===== config.mk =====
export PLATFORM = sky130hd
export DESIGN_NAME = ctp_timer_pair
export DESIGN_NICKNAME = d
export VERILOG_FILES = /design/src/ctp_pkg.sv /design/src/ctp_timer_pair.sv
export VERILOG_INCLUDE_DIRS = /design/src
export SDC_FILE = /design/constraint.sdc
export NUM_CORES = 1
export LEC_CHECK = 0
export BUFFER_PORTS_ARGS = -buffer_cell sky130_fd_sc_hd__buf_2
export CAP_MARGIN = 20
export CORE_AREA = 3 3 141 143
export CTS_CLUSTER_DIAMETER = 60
export CTS_CLUSTER_SIZE = 40
export DETAILED_ROUTE_END_ITERATION = 12
export DIE_AREA = 0 0 144 146
export HOLD_SLACK_MARGIN = 0.08
export PLACE_DENSITY = 0.61
export SLEW_MARGIN = 20
export SYNTH_ARGS = -nofsm -noshare
export SYNTH_HDL_FRONTEND = slang
export SYNTH_SLANG_ARGS = --single-unit

===== constraint.sdc =====
create_clock -name i_sys_clk -period 7.71 [get_ports i_sys_clk]
set_input_delay 0.771 -clock i_sys_clk [delete_from_list [all_inputs] [get_ports i_sys_clk]]
set_output_delay 0.771 -clock i_sys_clk [all_outputs]
set_load 0.05 [all_outputs]

===== src/ctp_cfg.svh =====
// Purpose: constants for the cascadable timer pair
// Assumes: 16-bit register port, 10 MHz clock
// Notes:   offsets and status layout are local choices
`ifndef CTP_CFG_SVH
`define CTP_CFG_SVH

// ----------------------------------------
// register offsets
// ----------------------------------------
`define CTP_A_LOW_CTL   4'h0
`define CTP_A_HIGH_CTL  4'h1
`define CTP_A_LOW_CNT   4'h2
`define CTP_A_HIGH_CNT  4'h3
`define CTP_A_LOW_PER   4'h4
`define CTP_A_HIGH_PER  4'h5
`define CTP_A_STATUS    4'h6
`define CTP_A_MASK      4'h7

// ----------------------------------------
// control fields
// ----------------------------------------
`define CTP_B_RUN       15
`define CTP_B_IDLE      13
`define CTP_B_GATE      6
`define CTP_B_PS_HI     5
`define CTP_B_PS_LO     4
`define CTP_B_JOIN      3
`define CTP_B_CSRC      1
`define CTP_LOW_WMASK   16'hA07A
`define CTP_HIGH_WMASK  16'hA072

// ----------------------------------------
// reset values and prescale terminal counts
// ----------------------------------------
`define CTP_RST_CTL     16'h0000
`define CTP_RST_PER     16'hFFFF
`define CTP_RST_CNT     16'h0000
`define CTP_RST_FLAGS   3'h0
`define CTP_PS_1        8'h00
`define CTP_PS_8        8'h07
`define CTP_PS_64       8'h3F
`define CTP_PS_256      8'hFF

`endif


===== src/ctp_pkg.sv =====
// Purpose: types for the cascadable timer pair
// Assumes: included config header defines constants
// Notes:   one struct per timer half
package ctp_pkg;

  typedef enum logic [1:0] {
    CTP_IDLE_ST = 2'b01,
    CTP_RUN_ST  = 2'b10
  } ctp_mode_e;

  typedef struct packed {
    logic [15:0] ctl;
    logic [15:0] cnt;
    logic [15:0] per;
    logic [7:0]  ps;
    logic        ext_q;
    logic        gate_q;
  } ctp_half_s;

  typedef struct packed {
    ctp_half_s   lo;
    ctp_half_s   hi;
    logic [2:0]  status;
    logic [2:0]  mask;
    logic [15:0] rdata;
    logic        irq;
    ctp_mode_e   mode;
  } ctp_state_s;

endpackage


===== src/ctp_timer_pair.sv =====
// Purpose: two 16-bit timers joinable into one 32-bit timer
// Assumes: pins synchronous to i_sys_clk; one-cycle strobes
// Assumes: bus strobes are never both high
// Notes:   status bits clear on read; set wins over clear
// Notes:   gated mode counts while the gate is high
//
// The placing of the registers and the address-and-strobe port are this design's own decisions.
`timescale 1ns/1ps
`include "ctp_cfg.svh"

module ctp_timer_pair (
  input  wire logic        i_sys_clk,
  input  wire logic        i_rst_b,
  input  wire logic [3:0]  i_addr,
  input  wire logic [15:0] i_wdata,
  input  wire logic        i_wr,
  input  wire logic        i_rd,
  input  wire logic        i_idle,
  input  wire logic        i_low_timer_ext_clock_pin,
  input  wire logic        i_high_timer_ext_clock_pin,
  input  wire logic        i_low_gate,
  input  wire logic        i_high_gate,
  output logic      [15:0] o_rdata,
  output logic             o_irq,
  output logic      [1:0]  o_mode
);
  import ctp_pkg::*;

  // ----------------------------------------
  // state
  // ----------------------------------------
  ctp_state_s st;
  ctp_state_s next_st;

  // ----------------------------------------
  // prescale terminal count
  // ----------------------------------------
  // terminal count is the divide ratio minus one
  // prescale decode
  function automatic logic [7:0] ps_top(input logic [1:0] sel);
    logic [7:0] t;
    t = `CTP_PS_1;
    case (sel)
      2'b01:   t = `CTP_PS_8;
      2'b10:   t = `CTP_PS_64;
      2'b11:   t = `CTP_PS_256;
      default: t = `CTP_PS_1;
    endcase
    return t;
  endfunction

  // ----------------------------------------
  // raw input tick
  // ----------------------------------------
  // one half, before the prescaler
  function automatic logic raw_tick(input logic [15:0] ctl, input logic ext_now,
                                    input logic ext_q, input logic gate_now,
                                    input logic gate_q);
    logic r;
    r = 1'b0;
    if (ctl[`CTP_B_CSRC]) begin
      r = ext_now & ~ext_q;
    end else if (ctl[`CTP_B_GATE]) begin
      // gated accumulation
      // counting on the gate falling edge is dropped: the gate simply enables ticks
      r = gate_now;
    end else begin
      r = 1'b1;
    end
    return r;
  endfunction

  // ----------------------------------------
  // combinational helpers
  // ----------------------------------------
  // enables and raw ticks
  logic        join_on;
  logic        lo_en;
  logic        hi_en;
  logic        lo_raw;
  logic        hi_raw;
  logic        lo_tick;
  logic        hi_tick;
  logic [7:0]  lo_top;
  logic [7:0]  hi_top;
  // compares and events
  logic [31:0] cnt32;
  logic [31:0] per32;
  logic        lo_match;
  logic        hi_match;
  logic        j_match;
  logic        rd_clr;
  logic [2:0]  ev;
  // gate_q is kept as pin history only; gated counting is level based

  // ----------------------------------------
  // next state
  // ----------------------------------------
  always_comb begin
    // counting first, bus writes last, so a write overrides a tick
    next_st = st;

    join_on = st.lo.ctl[`CTP_B_JOIN];
    lo_en = st.lo.ctl[`CTP_B_RUN];
    if (i_idle && st.lo.ctl[`CTP_B_IDLE]) begin
      lo_en = 1'b0;
    end
    // joined pair also halts on high halt bit
    if (join_on && i_idle && st.hi.ctl[`CTP_B_IDLE]) begin
      lo_en = 1'b0;
    end
    hi_en = st.hi.ctl[`CTP_B_RUN];
    if (i_idle && st.hi.ctl[`CTP_B_IDLE]) begin
      hi_en = 1'b0;
    end
    if (join_on) begin
      hi_en = 1'b0;
    end

    // ----------------------------------------
    // input ticks and pin history
    // ----------------------------------------
    // low clock and gate drive the pair
    lo_raw = raw_tick(st.lo.ctl, i_low_timer_ext_clock_pin, st.lo.ext_q,
                      i_low_gate, st.lo.gate_q);
    hi_raw = raw_tick(st.hi.ctl, i_high_timer_ext_clock_pin, st.hi.ext_q,
                      i_high_gate, st.hi.gate_q);
    // history taken every cycle, so an edge is never counted twice
    next_st.lo.ext_q  = i_low_timer_ext_clock_pin;
    next_st.lo.gate_q = i_low_gate;
    next_st.hi.ext_q  = i_high_timer_ext_clock_pin;
    next_st.hi.gate_q = i_high_gate;

    // ----------------------------------------
    // prescalers
    // ----------------------------------------
    lo_tick = 1'b0;
    hi_tick = 1'b0;
    lo_top  = ps_top(st.lo.ctl[`CTP_B_PS_HI:`CTP_B_PS_LO]);
    hi_top  = ps_top(st.hi.ctl[`CTP_B_PS_HI:`CTP_B_PS_LO]);
    // >= so a smaller ratio chosen mid-count wraps at once
    // prescaler low
    if (lo_en && lo_raw) begin
      if (st.lo.ps >= lo_top) begin
        next_st.lo.ps = `CTP_PS_1;
        lo_tick = 1'b1;
      end else begin
        next_st.lo.ps = st.lo.ps + 8'h01;
      end
    end

    if (hi_en && hi_raw) begin
      if (st.hi.ps >= hi_top) begin
        next_st.hi.ps = `CTP_PS_1;
        hi_tick = 1'b1;
      end else begin
        next_st.hi.ps = st.hi.ps + 8'h01;
      end
    end

    // ----------------------------------------
    // counters
    // ----------------------------------------
    // low lsw, high msw
    cnt32    = {st.hi.cnt, st.lo.cnt};
    per32    = {st.hi.per, st.lo.per};

    lo_match = st.lo.cnt == st.lo.per;
    hi_match = st.hi.cnt == st.hi.per;
    j_match  = cnt32 == per32;
    ev = 3'h0;

    if (join_on) begin
      if (lo_tick) begin
        if (j_match) begin
          next_st.lo.cnt = 16'h0000;
          next_st.hi.cnt = 16'h0000;
          ev[2] = 1'b1;
        end else begin
          // one 32-bit add carries into the msw in the same cycle
          {next_st.hi.cnt, next_st.lo.cnt} = cnt32 + 32'h0000_0001;
        end
      end
    end else begin
      if (lo_tick) begin
        if (lo_match) begin
          next_st.lo.cnt = 16'h0000;
          ev[0] = 1'b1;
        end else begin
          next_st.lo.cnt = st.lo.cnt + 16'h0001;
        end
      end

      if (hi_tick) begin
        if (hi_match) begin
          next_st.hi.cnt = 16'h0000;
          ev[1] = 1'b1;
        end else begin
          next_st.hi.cnt = st.hi.cnt + 16'h0001;
        end
      end
    end

    // ----------------------------------------
    // register writes
    // ----------------------------------------
    // a write to a counter overrides counting
    if (i_wr) begin
      if (i_addr == `CTP_A_LOW_CTL) begin
        next_st.lo.ctl = i_wdata & `CTP_LOW_WMASK;
      end else if (i_addr == `CTP_A_HIGH_CTL) begin
        next_st.hi.ctl = i_wdata & `CTP_HIGH_WMASK;
      end else if (i_addr == `CTP_A_LOW_CNT) begin
        // count writes win over a tick this cycle
        next_st.lo.cnt = i_wdata;
      end else if (i_addr == `CTP_A_HIGH_CNT) begin
        next_st.hi.cnt = i_wdata;
      end else if (i_addr == `CTP_A_LOW_PER) begin
        next_st.lo.per = i_wdata;
      end else if (i_addr == `CTP_A_HIGH_PER) begin
        next_st.hi.per = i_wdata;
      end else if (i_addr == `CTP_A_MASK) begin
        // interrupt mask
        next_st.mask = i_wdata[2:0];
      end
    end

    // ----------------------------------------
    // register reads
    // ----------------------------------------
    // unmapped addresses return zero
    // rdata is zero outside a read so no stale value lingers
    next_st.rdata = 16'h0000;
    if (i_rd) begin
      if (i_addr == `CTP_A_LOW_CTL) begin
        next_st.rdata = st.lo.ctl;
      end else if (i_addr == `CTP_A_HIGH_CTL) begin
        next_st.rdata = st.hi.ctl;
      end else if (i_addr == `CTP_A_LOW_CNT) begin
        next_st.rdata = st.lo.cnt;
      end else if (i_addr == `CTP_A_HIGH_CNT) begin
        next_st.rdata = st.hi.cnt;
      end else if (i_addr == `CTP_A_LOW_PER) begin
        next_st.rdata = st.lo.per;
      end else if (i_addr == `CTP_A_HIGH_PER) begin
        next_st.rdata = st.hi.per;
      end else if (i_addr == `CTP_A_STATUS) begin
        // a status read also clears it below
        next_st.rdata = {13'h0000, st.status};
      end else if (i_addr == `CTP_A_MASK) begin
        next_st.rdata = {13'h0000, st.mask};
      end
    end

    // ----------------------------------------
    // status and outputs
    // ----------------------------------------
    // sticky status; a new event wins over the read clear
    rd_clr = i_rd && (i_addr == `CTP_A_STATUS);
    if (rd_clr) begin
      next_st.status = ev;
    end else begin
      next_st.status = st.status | ev;
    end
    // irq from next state so it changes in the same cycle as the status
    next_st.irq  = |(next_st.status & next_st.mask);
    // mode only reports; nothing inside depends on it
    next_st.mode = (lo_en | hi_en) ? CTP_RUN_ST : CTP_IDLE_ST;
  end

  // ----------------------------------------
  // registers
  // ----------------------------------------
  always_ff @(posedge i_sys_clk or negedge i_rst_b) begin
    if (!i_rst_b) begin
      // low half
      st.lo.ctl    <= `CTP_RST_CTL;
      st.lo.cnt    <= `CTP_RST_CNT;
      st.lo.per    <= `CTP_RST_PER;
      st.lo.ps     <= `CTP_PS_1;
      st.lo.ext_q  <= 1'b0;
      st.lo.gate_q <= 1'b0;

      // high half
      st.hi.ctl    <= `CTP_RST_CTL;
      st.hi.cnt    <= `CTP_RST_CNT;
      st.hi.per    <= `CTP_RST_PER;
      st.hi.ps     <= `CTP_PS_1;
      st.hi.ext_q  <= 1'b0;
      st.hi.gate_q <= 1'b0;

      // shared status and bus; prescalers clear only here or on wrap
      st.status    <= `CTP_RST_FLAGS;
      st.mask      <= `CTP_RST_FLAGS;
      st.rdata     <= `CTP_RST_CNT;
      st.irq       <= 1'b0;
      st.mode      <= CTP_IDLE_ST;
    end else begin
      st <= next_st;
    end
  end

  // ----------------------------------------
  // outputs
  // ----------------------------------------
  // every output is a register bit, no logic after the flops
  assign o_rdata = st.rdata;
  assign o_irq   = st.irq;
  assign o_mode  = st.mode;

endmodule


# --- Word level (Yosys, flattened, before mapping) ---
# Cells that the tools add are included.
totals:
  out_inout_bits: 19
  in_bits: 29
  regBits: 120
  wordCells: 131
classes:
  magnitude_cmp: 2
  bitwise: 12
  n_mux: 68
  n_reduce_logical: 13
  add_sub_neg: 5
  n_eq_ne: 16
op_table:
  columns: ["cell", "count"]
  rows:
  - ["$mux W16", 25]
  - ["$mux W32", 7]
  - ["$pmux W8 S3", 2]
  - ["$mux W3", 11]
  - ["$add A16 B1 Y16 const B", 2]
  - ["$add A32 B1 Y32 const B", 1]
  - ["$eq A16 B16 Y1", 2]
  - ["$eq A32 B32 Y1", 1]
  - ["$mux W1", 19]
  - ["$add A8 B1 Y8 const B", 2]
  - ["$eq A4 B3 Y1 const B", 4]
  - ["$ge A8 B8 Y1", 2]
  - ["$mux W8", 2]
  - ["$eq A2 B2 Y1 const B", 4]
  - ["$eq A4 B2 Y1 const B", 2]
  - ["$logic_and A1 B1 Y1", 7]
  - ["$not A1 Y1", 7]
  - ["$reduce_and A7 Y1", 1]
  - ["$reduce_and A6 Y1", 1]
  - ["$eq A2 B1 Y1 const B", 2]
  - ["$eq A4 B1 Y1 const B", 1]
  - ["$logic_not A4 Y1", 1]
  - ["$mux W2", 2]
  - ["$and A3 B3 Y3", 1]
  - ["other kinds (6)", 7]

# --- Depth between registers and ports, before layout ---
depth:
  depth_word: 12
  ltp_mapped: 11

# --- Worst setup path before layout ---
# OpenSTA, ideal clock, no wires.
synth_timing:
  path_kind: "register to register"
  start: "register st[130] in the netlist's numbering"
  end: "register st (netlist bit cnt32[27])"
  arrival_time_ps: 2406
  slack_ps: 5233
  stages_incl_launch_ff: 10
  required_time_ps: 7639
  cell_sequence: "dfrtp_1 nor2_4 ha_1 or2_1 a21oi_2 o32a_4 a21oi_4 a211o_1 or4b_1 nand4_1"
synth_lines:
  columns: ["element", "line", "text"]
  rows:
  - ["start, declared", "ctp_timer_pair.sv:32", "ctp_state_s st;"]
  - ["start signal, assigned", "ctp_timer_pair.sv:299", "st <= next_st;"]

==> summary.md <==
| Metric | Value |
|---|---|
| DRT Pass-1 Iters | `5` |
| Critical Path Sink Type | `flop` |
| Antenna-violating nets left | `0` |
| Chip height | `146 µm` |
| Ys async rst share | `100%` |
| Setup violators final | `0` |
| Mapped Cells | `771` |
| Unrepaired setup endpoints after global routing | `no` |
| Row count | `50` |
| Max VDD drop | `0.000126 V` |
| Largest fanout on the critical path | `45` |
| Hold buffers post-CTS | `0` |
| CP Launch Type | `primary input` |
| Vias per cell | `5.80` |
| Clock skew | `0.0106 ns` |
| Seq cells post-synth | `120` |
| EDFF count, synth | `0` |
| Register area share after synthesis | `40.6%` |
| Routability cong. | `0.931` |
| Core area | `18700 µm²` |
| Number of global-route vias before repair | `5763` |
| Root Driver | `clkbuf_16` |
| Post-CTS setup buffers | `0` |
| Worst hold path class | `primary input to async pin` |
| Initial antenna violation count | `0` |
| Ys Warns | `0` |
| Final Hold Vio Count | `0` |
| CTS tree | `yes` |
| Num CTS Buffers | `17` |
| Detailed-route wire length per cell | `20.4 µm` |
| PostCTS Resize Cnt | `0` |
| Via count | `5934` |
| Final period util | `40.8%` |
| Fin area | `8250 µm²` |
| Clk Latency, worst-skew pair | `0.43 ns` |
| Layout cell share with drive strength beyond 1 | `24.6%` |
| Syn_nets | `816` |
| # diodes | `0` |
| Syn-to-layout area delta | `10.0%` |
| DRT iter0 DRCs | `415` |
| CTS max path bufs | `2` |
| Io pins | `48` |
| Deepest level of the CTS H-tree | `4` |
| Placed cell area | `7720 µm²` |
| Worst hold slack | `0.371 ns` |
| Max cap viols | `0` |
| Most frequent cells in the layout | `87 x dfrtp_1, 66 x nand2_1, 57 x mux2_2` |
| Starting Density | `40.1%` |
| GRT Resource Usage Total | `20.1%` |
| Min Tclk post-route | `3.15 ns` |
| Worst path arrival time | `3.45 ns` |
| Crit path required time | `8.01 ns` |
| Avg Inst Size Synth | `9.72 µm²` |
| # port buffers | `47` |
| Synthesized cell area | `7500 µm²` |
| Fin Setup TNS | `0 ns` |
| Slew HR | `28.0%` |
| Max-slew violation count | `0` |
| Die width | `144 µm` |
| PwrDens | `297 nW/µm²` |
| CTS sink count | `120` |
| Grt ovf | `0` |
| Final nets | `823` |
| DRC Markers | `0` |
| R2r setup slk | `4.64 ns` |
| CTS clk-pin slew, worst paths | `0.06 ns` |
| Kind of critical path | `primary input to flop` |
| Commonest non-fill, non-tap cell in the layout | `dfrtp_1` |
| Largest net degree at the start of global routing | `76` |
| Unique masters post-synth | `70` |
| Drt total wl | `20800 µm` |
| Status | `completed` |
| HPWL after DPL | `14700 µm` |
| Pleak | `3.34 nW` |
| Slew @ Worst Pin | `1.08 ns` |
| Primary FF master, synth | `dfrtp_1` |
| First-pass GRT wire length | `32700 µm` |
| Highest Clock Rate | `0.318 GHz` |
| Die area | `21000 µm²` |
cell families after synthesis:
kind of cell,count (synthesis),share of synthesized area (%)
buffers and inverters,80,5.52
AND/OR/NAND/NOR,255,17.5
XOR/XNOR,56,6.54
flip-flops,120,40.6
AO/OA/AOI/OAI,167,15.6
multiplexers,77,11.6
adder cells (fa/ha/maj),16,2.67
state kept, by name (all words and copies together) (netlist names):
name     count
join_on      1
o_irq        1
cnt32       32
st          36
o_mode       2
o_rdata     16
per32       32
cell type report:
cell class	count	area, µm²
inverters	16	60.1
clock buffers	21	470
fillers	1776	10500
clock inverters	9	52.6
well taps	234	293
repair buffers	52	275
flip-flops and latches	120	3040
multi-input cells	571	4050
per-layer routing:
layer,share of wire [%],vias up,global-route usage [%],routed length (µm)
met4,1.8,0,6.73,368
met3,4.4,31,3.88,907
met2,49,149,31.6,10100
met5,0,-,0,0
met1,45,2954,27.8,9400
li1,-,2800,-,-
metrics by stage:
stage / setup slack [ns] / std cells / total power, mW / util (%)
2_1_floorplan: 5.23 / 771 / 1.55 / -
3_3_place_gp: 4.24 / 993 / 1.72 / 41.3
3_5_place_dp: 4.20 / 993 / 1.74 / 41.3
4_1_cts: 4.65 / 1023 / 2.45 / 44.1
5_1_grt: 4.40 / 1023 / 2.58 / 44.1
6_report: 4.56 / 1023 / 2.45 / 44.1
report_power, final:
| group | switching [mW] | total [mW] | internal (mW) |
|---|---|---|---|
| clock network | 0.282 | 0.709 | 0.427 |
| logic | 0.345 | 0.667 | 0.322 |
| registers | 0.259 | 1.07 | 0.811 |
path summary, 6_finish.rpt:
| check | from | end | depth (start not counted) |
|---|---|---|---|
| max | i_addr[0] | cnt32[24] | 7 |
| max reg2reg | st[130] | cnt32[27] | 9 |
| min | i_rst_b | st[30] | 1 |
| min in group i_sys_clk | i_low_timer_ext_clock_pin | st[84] | 1 |
| min reg2reg | st[33] | st[33] | 1 |
| max in group asynchronous | i_rst_b | o_rdata[12] | 2 |
cells in the mapped netlist (3+ instances only):
cell type	n	area share, %
nand3_1	26	1.7
xor2_1	10	1.2
buf_2	27	1.8
o21ai_0	44	2.9
xnor2_1	46	5.4
o22ai_1	3	0.25
o21ai_1	8	0.53
mux2_2	57	8.6
o211ai_1	15	1.5
nor3_1	25	1.7
inv_1	15	0.75
a32o_1	4	0.53
o21a_1	3	0.30
a211oi_1	9	0.90
clkbuf_1	14	0.70
dfrtp_1	87	29
a21oi_1	22	1.5
a221oi_1	6	0.70
o31ai_1	4	0.40
nor2b_1	12	1.0
buf_4	19	1.9
a21o_1	7	0.70
and3_1	15	1.3
nand4_1	14	1.2
ha_1	16	2.7
and2_1	4	0.33
nor4_1	7	0.58
a22oi_1	3	0.30
or3_1	4	0.33
a32oi_1	12	1.4
a31oi_1	7	0.58
dfstp_2	33	12
nor2_1	44	2.2
mux2i_1	18	2.4
a221o_1	4	0.53
nand2_1	66	3.3
nand3b_1	4	0.40
nand2b_1	16	1.3
worst max-delay path, stage by stage:
cell and delay (ns):
buf_2 0.08, buf_4 0.47, nand2_1 0.25, nor2_2 0.74, nor2_1 0.48, a32o_1 0.37, a221o_1 0.26
No activity file was read; power rests on OpenSTA's default activity.
